**config.mk**
```make
export PLATFORM = sky130hd
export DESIGN_NAME = ivf_fault_ctrl
export DESIGN_NICKNAME = d
export VERILOG_FILES = /design/src/hw/ivf_delay_timer.v /design/src/hw/ivf_fault_ctrl.v
export VERILOG_INCLUDE_DIRS = /design/src /design/src/hw
export SDC_FILE = /design/constraint.sdc
export NUM_CORES = 1
export LEC_CHECK = 0
export BUFFER_PORTS_ARGS = -buffer_cell sky130_fd_sc_hd__buf_2
export CORE_AREA = 2 2 90 92
export DETAILED_ROUTE_END_ITERATION = 6
export DIE_AREA = 0 0 92 94
export GPL_TIMING_DRIVEN = 0
export PLACE_DENSITY = 0.79
export SETUP_SLACK_MARGIN = 0.5
export SYNTH_ARGS = -nofsm -noshare
export SYNTH_HDL_FRONTEND = slang
export SYNTH_SLANG_ARGS = --single-unit
```
**constraint.sdc**
```tcl
create_clock -name CLK_I -period 9.45 [get_ports CLK_I]
set_clock_uncertainty 0.05 [all_clocks]
set_input_delay 0.4725 -clock CLK_I [delete_from_list [all_inputs] [get_ports CLK_I]]
set_output_delay 0.4725 -clock CLK_I [all_outputs]
set_load 0.01 [all_outputs]
```
**src/hw/ivf_consts.vh**
```
// constants for the input under-voltage fault response controller
`ifndef IVF_CONSTS_VH
`define IVF_CONSTS_VH

// ---------------------------------------------------------------
// register map
// ---------------------------------------------------------------
`define IVF_REG_FAULT_ACTION   8'h5A
`define IVF_REG_FAULT_ACTION_RST 8'hC0

// ---------------------------------------------------------------
// field layout of the fault action register
// ---------------------------------------------------------------
`define IVF_RESP_MSB           7
`define IVF_RESP_LSB           6
`define IVF_RETRY_MSB          5
`define IVF_RETRY_LSB          3
`define IVF_DELAY_MSB          2
`define IVF_DELAY_LSB          0

// ---------------------------------------------------------------
// response types and special retry codes
// ---------------------------------------------------------------
`define IVF_RESP_IGNORE        2'h0
`define IVF_RESP_RUN_DELAY     2'h1
`define IVF_RESP_DISABLE_RETRY 2'h2
`define IVF_RESP_LATCH_OFF     2'h3
`define IVF_RETRY_NONE         3'h0
`define IVF_RETRY_FOREVER      3'h7

// ---------------------------------------------------------------
// timing: default length of one delay unit
// ---------------------------------------------------------------
`define IVF_UNIT_CYC_DEFAULT   16'h0001

`endif

```
**src/hw/ivf_delay_timer.v**
```verilog
// delay timer counting two to the power of a code, in units of a set cycle count
module ivf_delay_timer #(
    parameter UNIT_W = 16
) (
    input  wire              clk_i,
    input  wire              rst_i,
    input  wire              start_i,   // load and restart the timer
    input  wire              stop_i,    // abandon a running interval
    input  wire [2:0]        code_i,    // interval is 2**code units
    input  wire [UNIT_W-1:0] unit_cyc_i, // cycles per unit, 0 taken as 1
    output reg               done_o,    // one-cycle pulse at expiry
    output reg               busy_o
);

    reg [UNIT_W-1:0] pre_r;
    reg [7:0]        units_r;
    reg [7:0]        target_r;

    wire unit_tick = (pre_r + {{(UNIT_W-1){1'b0}}, 1'b1} >= unit_cyc_i);

    // -----------------------------------------------------------
    // prescaler and unit counter
    // -----------------------------------------------------------
    always @(posedge clk_i) begin
        if (rst_i || stop_i) begin
            pre_r    <= {UNIT_W{1'b0}};
            units_r  <= 8'h00;
            target_r <= 8'h01;
            busy_o   <= 1'b0;
            done_o   <= 1'b0;
        end else if (start_i) begin
            pre_r    <= {UNIT_W{1'b0}};
            units_r  <= 8'h00;
            target_r <= 8'h01 << code_i;
            busy_o   <= 1'b1;
            done_o   <= 1'b0;
        end else if (busy_o) begin
            done_o <= 1'b0;
            if (unit_tick) begin
                pre_r <= {UNIT_W{1'b0}};
                if (units_r + 8'h01 == target_r) begin
                    busy_o <= 1'b0;
                    done_o <= 1'b1;
                end else begin
                    units_r <= units_r + 8'h01;
                end
            end else begin
                pre_r <= pre_r + {{(UNIT_W-1){1'b0}}, 1'b1};
            end
        end else begin
            done_o <= 1'b0;
        end
    end

endmodule

```
**src/hw/ivf_fault_ctrl.v**
```verilog
// input under-voltage fault response controller
`include "ivf_consts.vh"

module ivf_fault_ctrl #(
    parameter UNIT_W = 16
) (
    // clock and reset
    input  wire              CLK_I,
    input  wire              RST_I,
    // register access by command code
    input  wire              REG_WR_I,
    input  wire              REG_RD_I,
    input  wire [7:0]        REG_CMD_I,
    input  wire [7:0]        REG_WDATA_I,
    output reg  [7:0]        REG_RDATA_O,
    // time unit for this fault, cycles per unit
    input  wire [UNIT_W-1:0] UNIT_CYC_I,
    // fault and command inputs
    input  wire              UV_FAULT_I,
    input  wire              CTRL_PIN_I,
    input  wire              OPERATION_ON_I,
    input  wire              CLEAR_FAULTS_I,
    input  wire              STATUS_CLR_I,
    input  wire              OTHER_FAULT_I,
    // outputs
    output reg               OUTPUT_EN_O,
    output reg               UV_STATUS_O,
    output reg  [2:0]        STATE_O,
    output reg  [2:0]        ATTEMPTS_O
);

    // -----------------------------------------------------------
    // states
    // -----------------------------------------------------------
    localparam ST_OFF     = 3'h0;
    localparam ST_RUN     = 3'h1;
    localparam ST_DELAY   = 3'h2;
    localparam ST_WAIT    = 3'h3;
    localparam ST_ATTEMPT = 3'h4;
    localparam ST_LATCH   = 3'h5;

    reg  [7:0] action_r;
    reg        ctrl_s1_r;
    reg        ctrl_s2_r;
    reg  [2:0] state_r;
    reg  [2:0] state_nxt;
    reg  [2:0] attempts_r;
    reg  [2:0] attempts_nxt;
    reg        tmr_start;
    reg        clear_seen_r;

    wire [1:0] resp_f  = action_r[`IVF_RESP_MSB:`IVF_RESP_LSB];
    wire [2:0] retry_f = action_r[`IVF_RETRY_MSB:`IVF_RETRY_LSB];
    wire [2:0] delay_f = action_r[`IVF_DELAY_MSB:`IVF_DELAY_LSB];
    wire       on_cmd  = ctrl_s2_r & OPERATION_ON_I;
    wire       clr_req = CLEAR_FAULTS_I | STATUS_CLR_I;
    wire       tmr_done;
    wire       tmr_stop = ~on_cmd;

    // -----------------------------------------------------------
    // control pin synchroniser
    // -----------------------------------------------------------
    always @(posedge CLK_I) begin
        if (RST_I) begin
            ctrl_s1_r <= 1'b0;
            ctrl_s2_r <= 1'b0;
        end else begin
            ctrl_s1_r <= CTRL_PIN_I;
            ctrl_s2_r <= ctrl_s1_r;
        end
    end

    // -----------------------------------------------------------
    // fault action register and read port
    // -----------------------------------------------------------
    always @(posedge CLK_I) begin
        if (RST_I) begin
            action_r    <= `IVF_REG_FAULT_ACTION_RST;
            REG_RDATA_O <= 8'h00;
        end else begin
            if (REG_WR_I && REG_CMD_I == `IVF_REG_FAULT_ACTION)
                action_r <= REG_WDATA_I;
            if (REG_RD_I && REG_CMD_I == `IVF_REG_FAULT_ACTION)
                REG_RDATA_O <= action_r;
            else if (REG_RD_I)
                REG_RDATA_O <= 8'h00;   // other command codes are not ours
        end
    end

    // -----------------------------------------------------------
    // sticky status bit: a new fault wins over a clear
    // -----------------------------------------------------------
    always @(posedge CLK_I) begin
        if (RST_I)
            UV_STATUS_O <= 1'b0;
        else if (UV_FAULT_I)
            UV_STATUS_O <= 1'b1;
        else if (clr_req || !on_cmd)
            UV_STATUS_O <= 1'b0;
    end

    // clear request delayed by one cycle, in every state, for the latch exit
    always @(posedge CLK_I) begin
        if (RST_I)
            clear_seen_r <= 1'b0;
        else
            clear_seen_r <= clr_req;
    end

    // -----------------------------------------------------------
    // delay and retry-interval timer, unit length from outside
    // -----------------------------------------------------------
    ivf_delay_timer #(
        .UNIT_W     (UNIT_W)
    ) u_timer (
        .clk_i      (CLK_I),
        .rst_i      (RST_I),
        .start_i    (tmr_start),
        .stop_i     (tmr_stop),
        .code_i     (delay_f),
        .unit_cyc_i (UNIT_CYC_I),
        .done_o     (tmr_done),
        .busy_o     ()              // sequencer tracks the interval by state
    );

    // -----------------------------------------------------------
    // next state of the response sequencer
    // -----------------------------------------------------------
    always @* begin
        state_nxt    = state_r;
        attempts_nxt = attempts_r;
        tmr_start    = 1'b0;
        if (!on_cmd) begin
            state_nxt    = ST_OFF;
            attempts_nxt = 3'h0;
        end else if (OTHER_FAULT_I && state_r != ST_OFF) begin
            state_nxt    = ST_LATCH;
            attempts_nxt = 3'h0;
        end else begin
            case (state_r)
                ST_OFF: begin
                    state_nxt    = ST_RUN;
                    attempts_nxt = 3'h0;
                end
                ST_RUN: begin
                    if (UV_FAULT_I) begin
                        case (resp_f)
                            `IVF_RESP_IGNORE: begin
                                state_nxt = ST_RUN;
                            end
                            `IVF_RESP_RUN_DELAY: begin
                                state_nxt = ST_DELAY;
                                tmr_start = 1'b1;
                            end
                            `IVF_RESP_DISABLE_RETRY: begin
                                attempts_nxt = 3'h0;
                                if (retry_f == `IVF_RETRY_NONE) begin
                                    state_nxt = ST_LATCH;
                                end else begin
                                    state_nxt = ST_WAIT;
                                    tmr_start = 1'b1;
                                end
                            end
                            default: begin
                                state_nxt = ST_LATCH;
                            end
                        endcase
                    end
                end
                ST_DELAY: begin
                    if (!UV_FAULT_I) begin
                        state_nxt = ST_RUN;
                    end else if (tmr_done) begin
                        attempts_nxt = 3'h0;
                        if (retry_f == `IVF_RETRY_NONE) begin
                            state_nxt = ST_LATCH;
                        end else begin
                            state_nxt = ST_WAIT;
                            tmr_start = 1'b1;
                        end
                    end
                end
                ST_WAIT: begin
                    if (tmr_done) begin
                        state_nxt = ST_ATTEMPT;
                        tmr_start = 1'b1;
                        if (retry_f != `IVF_RETRY_FOREVER)
                            attempts_nxt = attempts_r + 3'h1;
                    end
                end
                ST_ATTEMPT: begin
                    if (UV_FAULT_I) begin
                        if (retry_f == `IVF_RETRY_FOREVER ||
                            attempts_r < retry_f) begin
                            state_nxt = ST_WAIT;
                            tmr_start = 1'b1;
                        end else begin
                            state_nxt = ST_LATCH;
                        end
                    end else if (tmr_done) begin
                        state_nxt    = ST_RUN;            // restart held clean
                        attempts_nxt = 3'h0;
                    end
                end
                ST_LATCH: begin
                    if (clear_seen_r && !UV_STATUS_O) begin
                        state_nxt    = ST_RUN;
                        attempts_nxt = 3'h0;
                    end
                end
                default: begin
                    state_nxt    = ST_OFF;
                    attempts_nxt = 3'h0;
                end
            endcase
        end
    end

    // -----------------------------------------------------------
    // state, counter and output registers
    // -----------------------------------------------------------
    always @(posedge CLK_I) begin
        if (RST_I) begin
            state_r     <= ST_OFF;
            attempts_r  <= 3'h0;
            OUTPUT_EN_O <= 1'b0;
            STATE_O     <= ST_OFF;
            ATTEMPTS_O  <= 3'h0;
        end else begin
            state_r     <= state_nxt;
            attempts_r  <= attempts_nxt;
            STATE_O     <= state_nxt;
            ATTEMPTS_O  <= attempts_nxt;
            // output runs in normal, delay and attempt states
            OUTPUT_EN_O <= (state_nxt == ST_RUN) ||
                           (state_nxt == ST_DELAY) ||
                           (state_nxt == ST_ATTEMPT);
        end
    end

endmodule

```
# Word-level counts from Yosys, hierarchy flattened
# Cells that the tools add are included.
totals:
  ff_bits: 61
  inputBits: 42
  out_inout_bits: 16
  wordCells: 112
op_classes:
  n_addsub: 3
  order_cmp: 2
  eq_ne: 21
  shift: 1
  muxes: 43
  bitwise: 6
  n_reduce_logical: 22
op_table:
  columns: ["operator", "count"]
  rows:
  - ["3-bit two-way mux", 19]
  - ["3-bit one-hot mux with 6 select lines", 1]
  - ["16-bit by 1-bit adder with 16-bit output (second input constant)", 1]
  - ["16-bit >= comparator", 1]
  - ["1-bit two-way mux", 16]
  - ["16-bit two-way mux", 1]
  - ["8-bit two-way mux", 2]
  - ["3-bit one-hot mux with 5 select lines", 1]
  - ["3-bit == test (second input constant)", 4]
  - ["2-bit inequality test (second input constant)", 6]
  - ["3-bit by 2-bit == test with 1-bit output (second input constant)", 3]
  - ["3-bit one-hot mux with 3 select lines", 1]
  - ["8-bit by 1-bit adder with 8-bit output (second input constant)", 1]
  - ["8-bit by 7-bit == test with 1-bit output (second input constant)", 1]
  - ["8-bit == test", 1]
  - ["1-bit by 3-bit << shifter with 8-bit output (first input constant)", 1]
  - ["7-bit AND reduction", 1]
  - ["3-bit by 1-bit == test with 1-bit output (second input constant)", 2]
  - ["3-bit zero test", 2]
  - ["1-bit logical OR", 5]
  - ["1-bit logical AND", 4]
  - ["1-bit NOT", 4]
  - ["1-bit one-hot mux with 4 select lines", 1]
  - ["2-bit nonzero test", 2]
  - ["16 further kinds", 17]

# Depth between registers and ports, before layout
# Gate-level depths: netlist (run 1).
logic_depth:
  ltp_word: 10
  depth_mapped: 16
  mapped_depth_nobuf: 14

# By module
# From an unflattened synthesis (run 1), not the netlist that was laid out.
unflattened:
  hier_cells: 486
  area_unflattened_um2: 3928.8
modules_own_cells:
  columns: ["module", "n_inst", "cells_per_inst", "area_per_inst_um2"]
  rows:
  - ["ivf_delay_timer", 1, 302, 2374.8]
  - ["ivf_fault_ctrl", 1, 184, 1554.0]

# Worst setup path after synthesis (run 1)
# OpenSTA, ideal clock, no wires.
synth_timing:
  path_kind: "reg2reg"
  startpoint: "register u_timer.pre_r[2]"
  endpoint: "register u_timer.pre_r[11]"
  setup_ns: 0.070
  arrival_ns: 3.288
  required_time_ns: 9.330
  setup_slack_ns: 6.041
  stages_incl_launch_ff: 14
  n_path_buf: 1
  period_less_slack_ns: 3.409
  path_cell_list: "dfxtp_1 > nand3_1 > nor4_1 > and3_1 > xor2_1 > ha_1 > a211oi_1 > nor2_1 > a2111oi_1 > o21ai_2 > nor2_1 > buf_2 > nand3b_1 > a21oi_1"
synth_between:
  elab_chain_cells: 3
synth_lines:
  columns: ["element", "line", "source"]
  rows:
  - ["start: declaration", "ivf_delay_timer.v:15", "reg [UNIT_W-1:0] pre_r;"]
  - ["start signal: assignment", "ivf_delay_timer.v:26", "pre_r <= {UNIT_W{1'b0}};"]
  - ["start signal: assignment", "ivf_delay_timer.v:32", "pre_r <= {UNIT_W{1'b0}};"]
  - ["start signal: assignment", "ivf_delay_timer.v:40", "pre_r <= {UNIT_W{1'b0}};"]
  - ["16-bit by 1-bit adder with 16-bit output (*)", "ivf_delay_timer.v:19, ivf_delay_timer.v:48", null]
  - ["16-bit >= comparator", "ivf_delay_timer.v:19", "wire unit_tick = (pre_r + {{(UNIT_W-1){1'b0}}, 1'b1} >= unit_cyc_i);"]
  - ["16-bit two-way mux (*)", "ivf_delay_timer.v:39", "if (unit_tick) begin"]
# Every way passes the cells marked *; elsewhere a longest branch is shown, timed or not.
# A chain may end at the register's enable or synchronous reset.

# Final worst setup path (run 1)
# Same ends and word-level chain as after synthesis.

==> out/results.tsv, run 1 <==
metric	value	unit
status	finished clean	
adder-cell share of the synthesized area	0.0833	
Synth Area in Simple Gates	0.276	
mux share of post-synthesis cell area	0.0107	
Tot GR Track Use	0.212	
DRT antenna net count	0	
First-pass DRT Iterations	4	
fmax	240	MHz
routability congestion estimate	0.901	
net load switching power	0.118	mW
Clk Latency, worst-skew pair	340	ps
# DRC	0	
CTS tree	built	
initial antenna violation count	0	
sequential share of the synthesized area	0.325	
Worst Slack Setup Final	5280	ps
post-synth cell types	56	
synth top area cells	dfxtp_1, ha_1, a21oi_1	
syn_nets	548	
remaining global-route overflow	0	
complex-gate fraction of the synthesized area	0.192	
HPWL after DPL	6450	um
top-count cell post-synth	dfxtp_1	
post-synthesis cell area	3750	um^2
Post-synth top cells	dfxtp_1, a21oi_1, nor2_1	
hold depth	3	
Worst Hold Endpoint	clear_seen_r	
Arr. time, crit path	4390	ps
Yosys top cell by area	dfxtp_1	
max_cap viols	0	
via count	3611	
ys flop type	dfxtp_1	
Seq cells post-synth	61	
R2R depth	13	
RR Endpoint	u_timer.pre_r[11]	
Final #Nets	612	
setup bufs post-CTS	0	
largest family of logic cells by synthesized area	simple AND/OR/NAND/NOR gates	
Final Setup Violations	0	
Max FO, Critical Path	10	
Clock transition at path regs	70	ps
cell count after synthesis	481	
vias in the first global route	3403	
CP Data Required Time	9670	ps
Setup CP Type	flop to flop	
FF-to-FF setup slack	5280	ps
yosys warns	0	
maximum vdd drop	0.0849	mV
core box area	7610	um^2
RSZ-0062 raised after global routing	false	
CTS root buffer	clkbuf_8	
Pwr Density	112	nW/um^2
pre-CTS setup slack	5300	ps
FFs w/ async S/R, synth	0	
period utilization	0.441	
Switching Share	0.245	
Clock Sinks	61	
worst flop-to-flop path startpoint	u_timer.pre_r[2]	
Cell Int Power	0.363	mW
Bufs on Longest Clock Path	2	
Avg Cell Area, Syn	7.80	um^2
Setup TNS	0	ps
DIE AREA	8650	um^2
Die Wd	92	um
first-pass GRT wire length	15000	um
Synth-to-Final Area Change	14.7	%
area share of the largest cell type after synthesis	0.325	
site row count	32	
Initial Utilization	0.493	
Clk pwr share	0.410	
CTS H-tree lvls	3	
final hold violation count	0	
Die H	94	um
max-slew violations	0	
CTS buffer count	9	
Synth Area in XOR/XNOR	0.0583	
post-cts sizing count	0	
part of the power in combinational logic	0.052	
Max-slew headroom	0.489	
I/O Pins	58	
Via density	5.54	
final hold slack	309	ps
Worst Hold Launch	CLEAR_FAULTS_I	
largest net degree at the start of global routing	11	
Post-Route WL	8670	um
layout cells sized above 1	0.144	
Hold WC Path Type	input pin to flop	
Port Buf Inserts	53	
number of flops mapped to enable cells by yosys	0	
Critical Path Source Type	flop	
Initial DRC Count	169	
worst-margin pin slew	759	ps
Sequential Power Share	0.538	
CP Capture Type	flop	
Leak	1.71	nW
Min Clock Period, post-route	4170	ps
drt wl/cell	13.3	um
# hold bufs at CTS	0	
n_diodes	0	
layout make-up:
cell class / instances / area (um^2)
Buffer: 27 / 111
Clock buffer: 11 / 131
Clock inverter: 5 / 27.5
Fill cell: 720 / 3300
Inverter: 25 / 93.8
Multi-Input combinational cell: 368 / 2330
Sequential cell: 61 / 1220
Tap cell: 102 / 128
Timing Repair Buffer: 53 / 265
stage by stage:
step                total power [mW]  cell area, um^2  utilization  std cells
detailed placement             0.289             4150        0.545        636
finish                         0.481             4310        0.566        652
global route                   0.499             4310        0.566        652
global placement               0.289             4150        0.545        636
CTS                            0.483             4310        0.566        652
floorplan                      0.278             3750            -        481
worst max-delay path, stage by stage (launching register included):
cell and delay (ps):
dfxtp_1 410, nand3_1 180, nor4_1 710, and3_1 310
xor2_1 180, ha_1 260, a211oi_1 250, nor2_1 80
a2111oi_1 610, o21ai_2 230, nor2_1 260, buf_2 280
nand3b_1 110, a21oi_1 160
power groups by stage:
stage / Combinational (mW) / Sequential (mW) / Clock (mW)
3_5_place_dp: 0.0248 / 0.265 / 0
5_1_grt: 0.0281 / 0.259 / 0.213
3_3_place_gp: 0.0242 / 0.265 / 0
6_report: 0.0250 / 0.259 / 0.197
2_1_floorplan: 0.0131 / 0.265 / 0
4_1_cts: 0.0250 / 0.259 / 0.200
layer usage:
layer | global-route usage | up-vias | share of wire
li1 | - | 1844 | -
met1 | 0.267 | 1632 | 0.46
met2 | 0.357 | 118 | 0.47
met3 | 0.0329 | 17 | 0.053
met4 | 0.0958 | 0 | 0.021
met5 | 0 | - | 0
state kept, by name, indices dropped and copies added, names as in the netlist, 3 cells and up:
register / count
REG_RDATA_O: 8
action_r: 8
attempts_r: 3
state_r: 3
u_timer.pre_r: 16
u_timer.target_r: 8
u_timer.units_r: 8
cells by family (layout without fill, tap and decap cells):
group	count (synthesis)	after routing
simple gates	195	195
compound gates	119	119
flops	61	61
buf+inv	52	121
fa+ha+maj	25	25
xor+xnor	25	25
mux	4	4
how the worst max path moves through the flow:
stage / start / cells after the start / slack [ps] / endpoint
after floorplan: u_timer.pre_r[2] / 13 / 6040 / u_timer.pre_r[11]
after global placement: u_timer.pre_r[2] / 13 / 5340 / u_timer.pre_r[11]
after detailed placement: u_timer.pre_r[2] / 13 / 5300 / u_timer.pre_r[11]
after CTS: u_timer.pre_r[2] / 13 / 5280 / u_timer.pre_r[11]
after global routing: u_timer.pre_r[0] / 13 / 4790 / u_timer.pre_r[11]
final: u_timer.pre_r[2] / 13 / 5280 / u_timer.pre_r[11]
placed cells by master (no fill, tap or decap), types with 24 or more instances in the layout:
master     n
ha_1      25
dfxtp_1   61
o21ai_0   29
nand2_1   42
clkbuf_1  24
inv_1     24
nor2_1    43
nand3_1   29
a21oi_1   51
buf_2     55
No activity file was read; power rests on OpenSTA's default activity.
==> run 2, diff against run 1 <==
clock period = 3.9 ns   (was 9.45 ns; I/O delays follow)
==> run 2 against run 1 <==
Net effect: maximum frequency grew 25%; final cell count grew 1.7%; sequential power grew 140%; clock-buffer cell count grew 2; sequential cell count is the same; sequential share of layout area shrank 1.3 points; die area is the same; worst hold slack lost 270 ps; cell area grew 6.6%; register-to-register slack lost 4700 ps.
==> out/results.tsv, run 2 (synthesis results as in run 1) <==
metric	value	unit	change
First-pass DRT Iterations	5		+1
fmax	300	MHz	+25%
Synth-to-Final Area Change	22.3	%	
DR WL met3	446	um	-3.7%
DRT antenna net count	0		unchanged
total power	1.16	mW	+140%
Pwr Density	252	nW/um^2	+130%
HPWL after DPL	6540	um	+1.5%
max FFs per register	16		unchanged
Post-Route WL	9110	um	+5.2%
layout cells sized above 1	0.210		+0.0667
site row count	32		unchanged
Worst Slack Setup Final	568	ps	-4710 ps
Final Setup Violations	0		unchanged
drt wl/cell	13.7	um	+3.4%
CTS root buffer	clkbuf_8		
DIE AREA	8650	um^2	unchanged
largest net degree at the start of global routing	11		unchanged
max-slew violations	0		unchanged
final hold violation count	0		unchanged
Die Wd	92	um	unchanged
CTS buffer count	9		unchanged
# DRC	0		unchanged
FF-to-FF setup slack	570	ps	-4710 ps
status	finished clean		
I/O Pins	58		unchanged
initial antenna violation count	0		unchanged
WL met2	4400	um	+8.4%
most common cell after layout, fill and taps aside	buf_2		
Placed Instance Area	4150	um^2	+0.15%
Clk Latency, worst-skew pair	340	ps	about the same
Min Clock Period, post-route	3330	ps	-840 ps
Clock Sinks	61		unchanged
final hold slack	35.4	ps	-273 ps
Bufs on Longest Clock Path	2		unchanged
vias in the first global route	3354		-1.4%
CTS tree	built		
cells along the critical path	ha_4, nand3_2, nor2_2, and4_1, buf_6, nand3_4, xnor2_2, ha_1, nand4_1, nor2_2, o2111ai_2, o21ai_4, o211ai_4, buf_6, or3_1, a21oi_1		
n_diodes	0		unchanged
period utilization	0.854		+0.413
routability congestion estimate	0.839		-6.9%
Max FO, Critical Path	6		-4
Port Buf Inserts	53		unchanged
pre-CTS setup slack	-188	ps	-5490 ps
Die H	94	um	unchanged
CP Data Required Time	4120	ps	-5550 ps
Initial Utilization	0.493		unchanged
maximum vdd drop	0.244	mV	+190%
core box area	7610	um^2	unchanged
via count	3725		+3.2%
Hold WC Path Type	input pin to flop		
remaining global-route overflow	0		unchanged
# hold bufs at CTS	0		unchanged
Final #Nets	624		+2.0%
Clock transition at path regs	70	ps	about the same
Max-slew headroom	0.627		+0.138
Crit path buffers/inverters	2		+1
RSZ-0062 raised after global routing	true		
post-layout util	0.603		+0.0375
post-route cell area	4590	um^2	+6.6%
Via density	5.62		+1.4%
Initial DRC Count	172		+1.8%
CTS H-tree lvls	3		unchanged
Setup CP Type	flop to flop		
Arr. time, crit path	3550	ps	-840 ps
Leak	1.82	nW	+6.2%
Largest stage delay, worst path	390	ps	-320 ps
most frequent cells in the layout	buf_2, dfxtp_1, a21oi_1		
Top Metal Used	met4		
Reg with most FFs	u_timer.pre_r		
first-pass GRT wire length	14400	um	-4.0%
slowest stage cell, crit path	dfxtp_4		
max_cap viols	0		unchanged
Top Family by Delay on Critical Path	simple AND/OR/NAND/NOR gates		
Routed met1 length	4110	um	+3.6%
Critical Path Source Type	flop		
CP Capture Type	flop		
Tot GR Track Use	0.201		-0.0105
worst-margin pin slew	559	ps	-200 ps
run 2: changes by cell type in the layout (fill, tap and decap cells not counted), sizes merged:
cell      change
clkinvlp      -1
clkinv        -2
buf          +14
run 2: per-stage QoR:
step / setup TNS [ps] / instances
floorplan: 0 / 481
global placement: -457 / 636
detailed placement: -1480 / 636
CTS: 0 / 653
global route: 0 / 663
finish: 0 / 663
run 2: repair_timing:
action                                  4_1_cts  5_1_grt
endpoints found under the setup margin       26       26
gates resized for setup                      18       35
pin swaps                                     4       14
gates cloned                                  0        1
setup buffers                                 2        9
run 2: worst paths after layout:
| kind | from | to | cells past startpoint |
|---|---|---|---|
| max reg2reg | u_timer.pre_r[0] | u_timer.units_r[4] | 16 |
| min reg2reg | ctrl_s1_r | ctrl_s2_r | 1 |
| min | CTRL_PIN_I | ctrl_s1_r | 2 |
| max | u_timer.pre_r[0] | u_timer.units_r[4] | 16 |
run 2: area by class of cell:
class / count / area (um^2)
multi-input cells: 368 / 2480
well taps: 102 / 128
repair buffers: 65 / 359
clock buffers: 13 / 149
fillers: 690 / 3020
inverters: 25 / 93.8
clock inverters: 2 / 10.0
plain buffers: 27 / 129
flip-flops and latches: 61 / 1240
run 2: where the power goes:
group	switching (mW)	leakage, nW	internal [mW]	total [mW]
clock network	0.230	0.0833	0.243	0.473
registers	0.00160	0.498	0.623	0.624
logic	0.0334	1.23	0.0285	0.0619
total	0.265	1.82	0.894	1.16
run 2: layer usage:
layer  up-vias  global-route usage
met5         -                   0
met4         0              0.0808
met3        17              0.0337
met2       125               0.354
met1      1723               0.245
li1       1860                   -
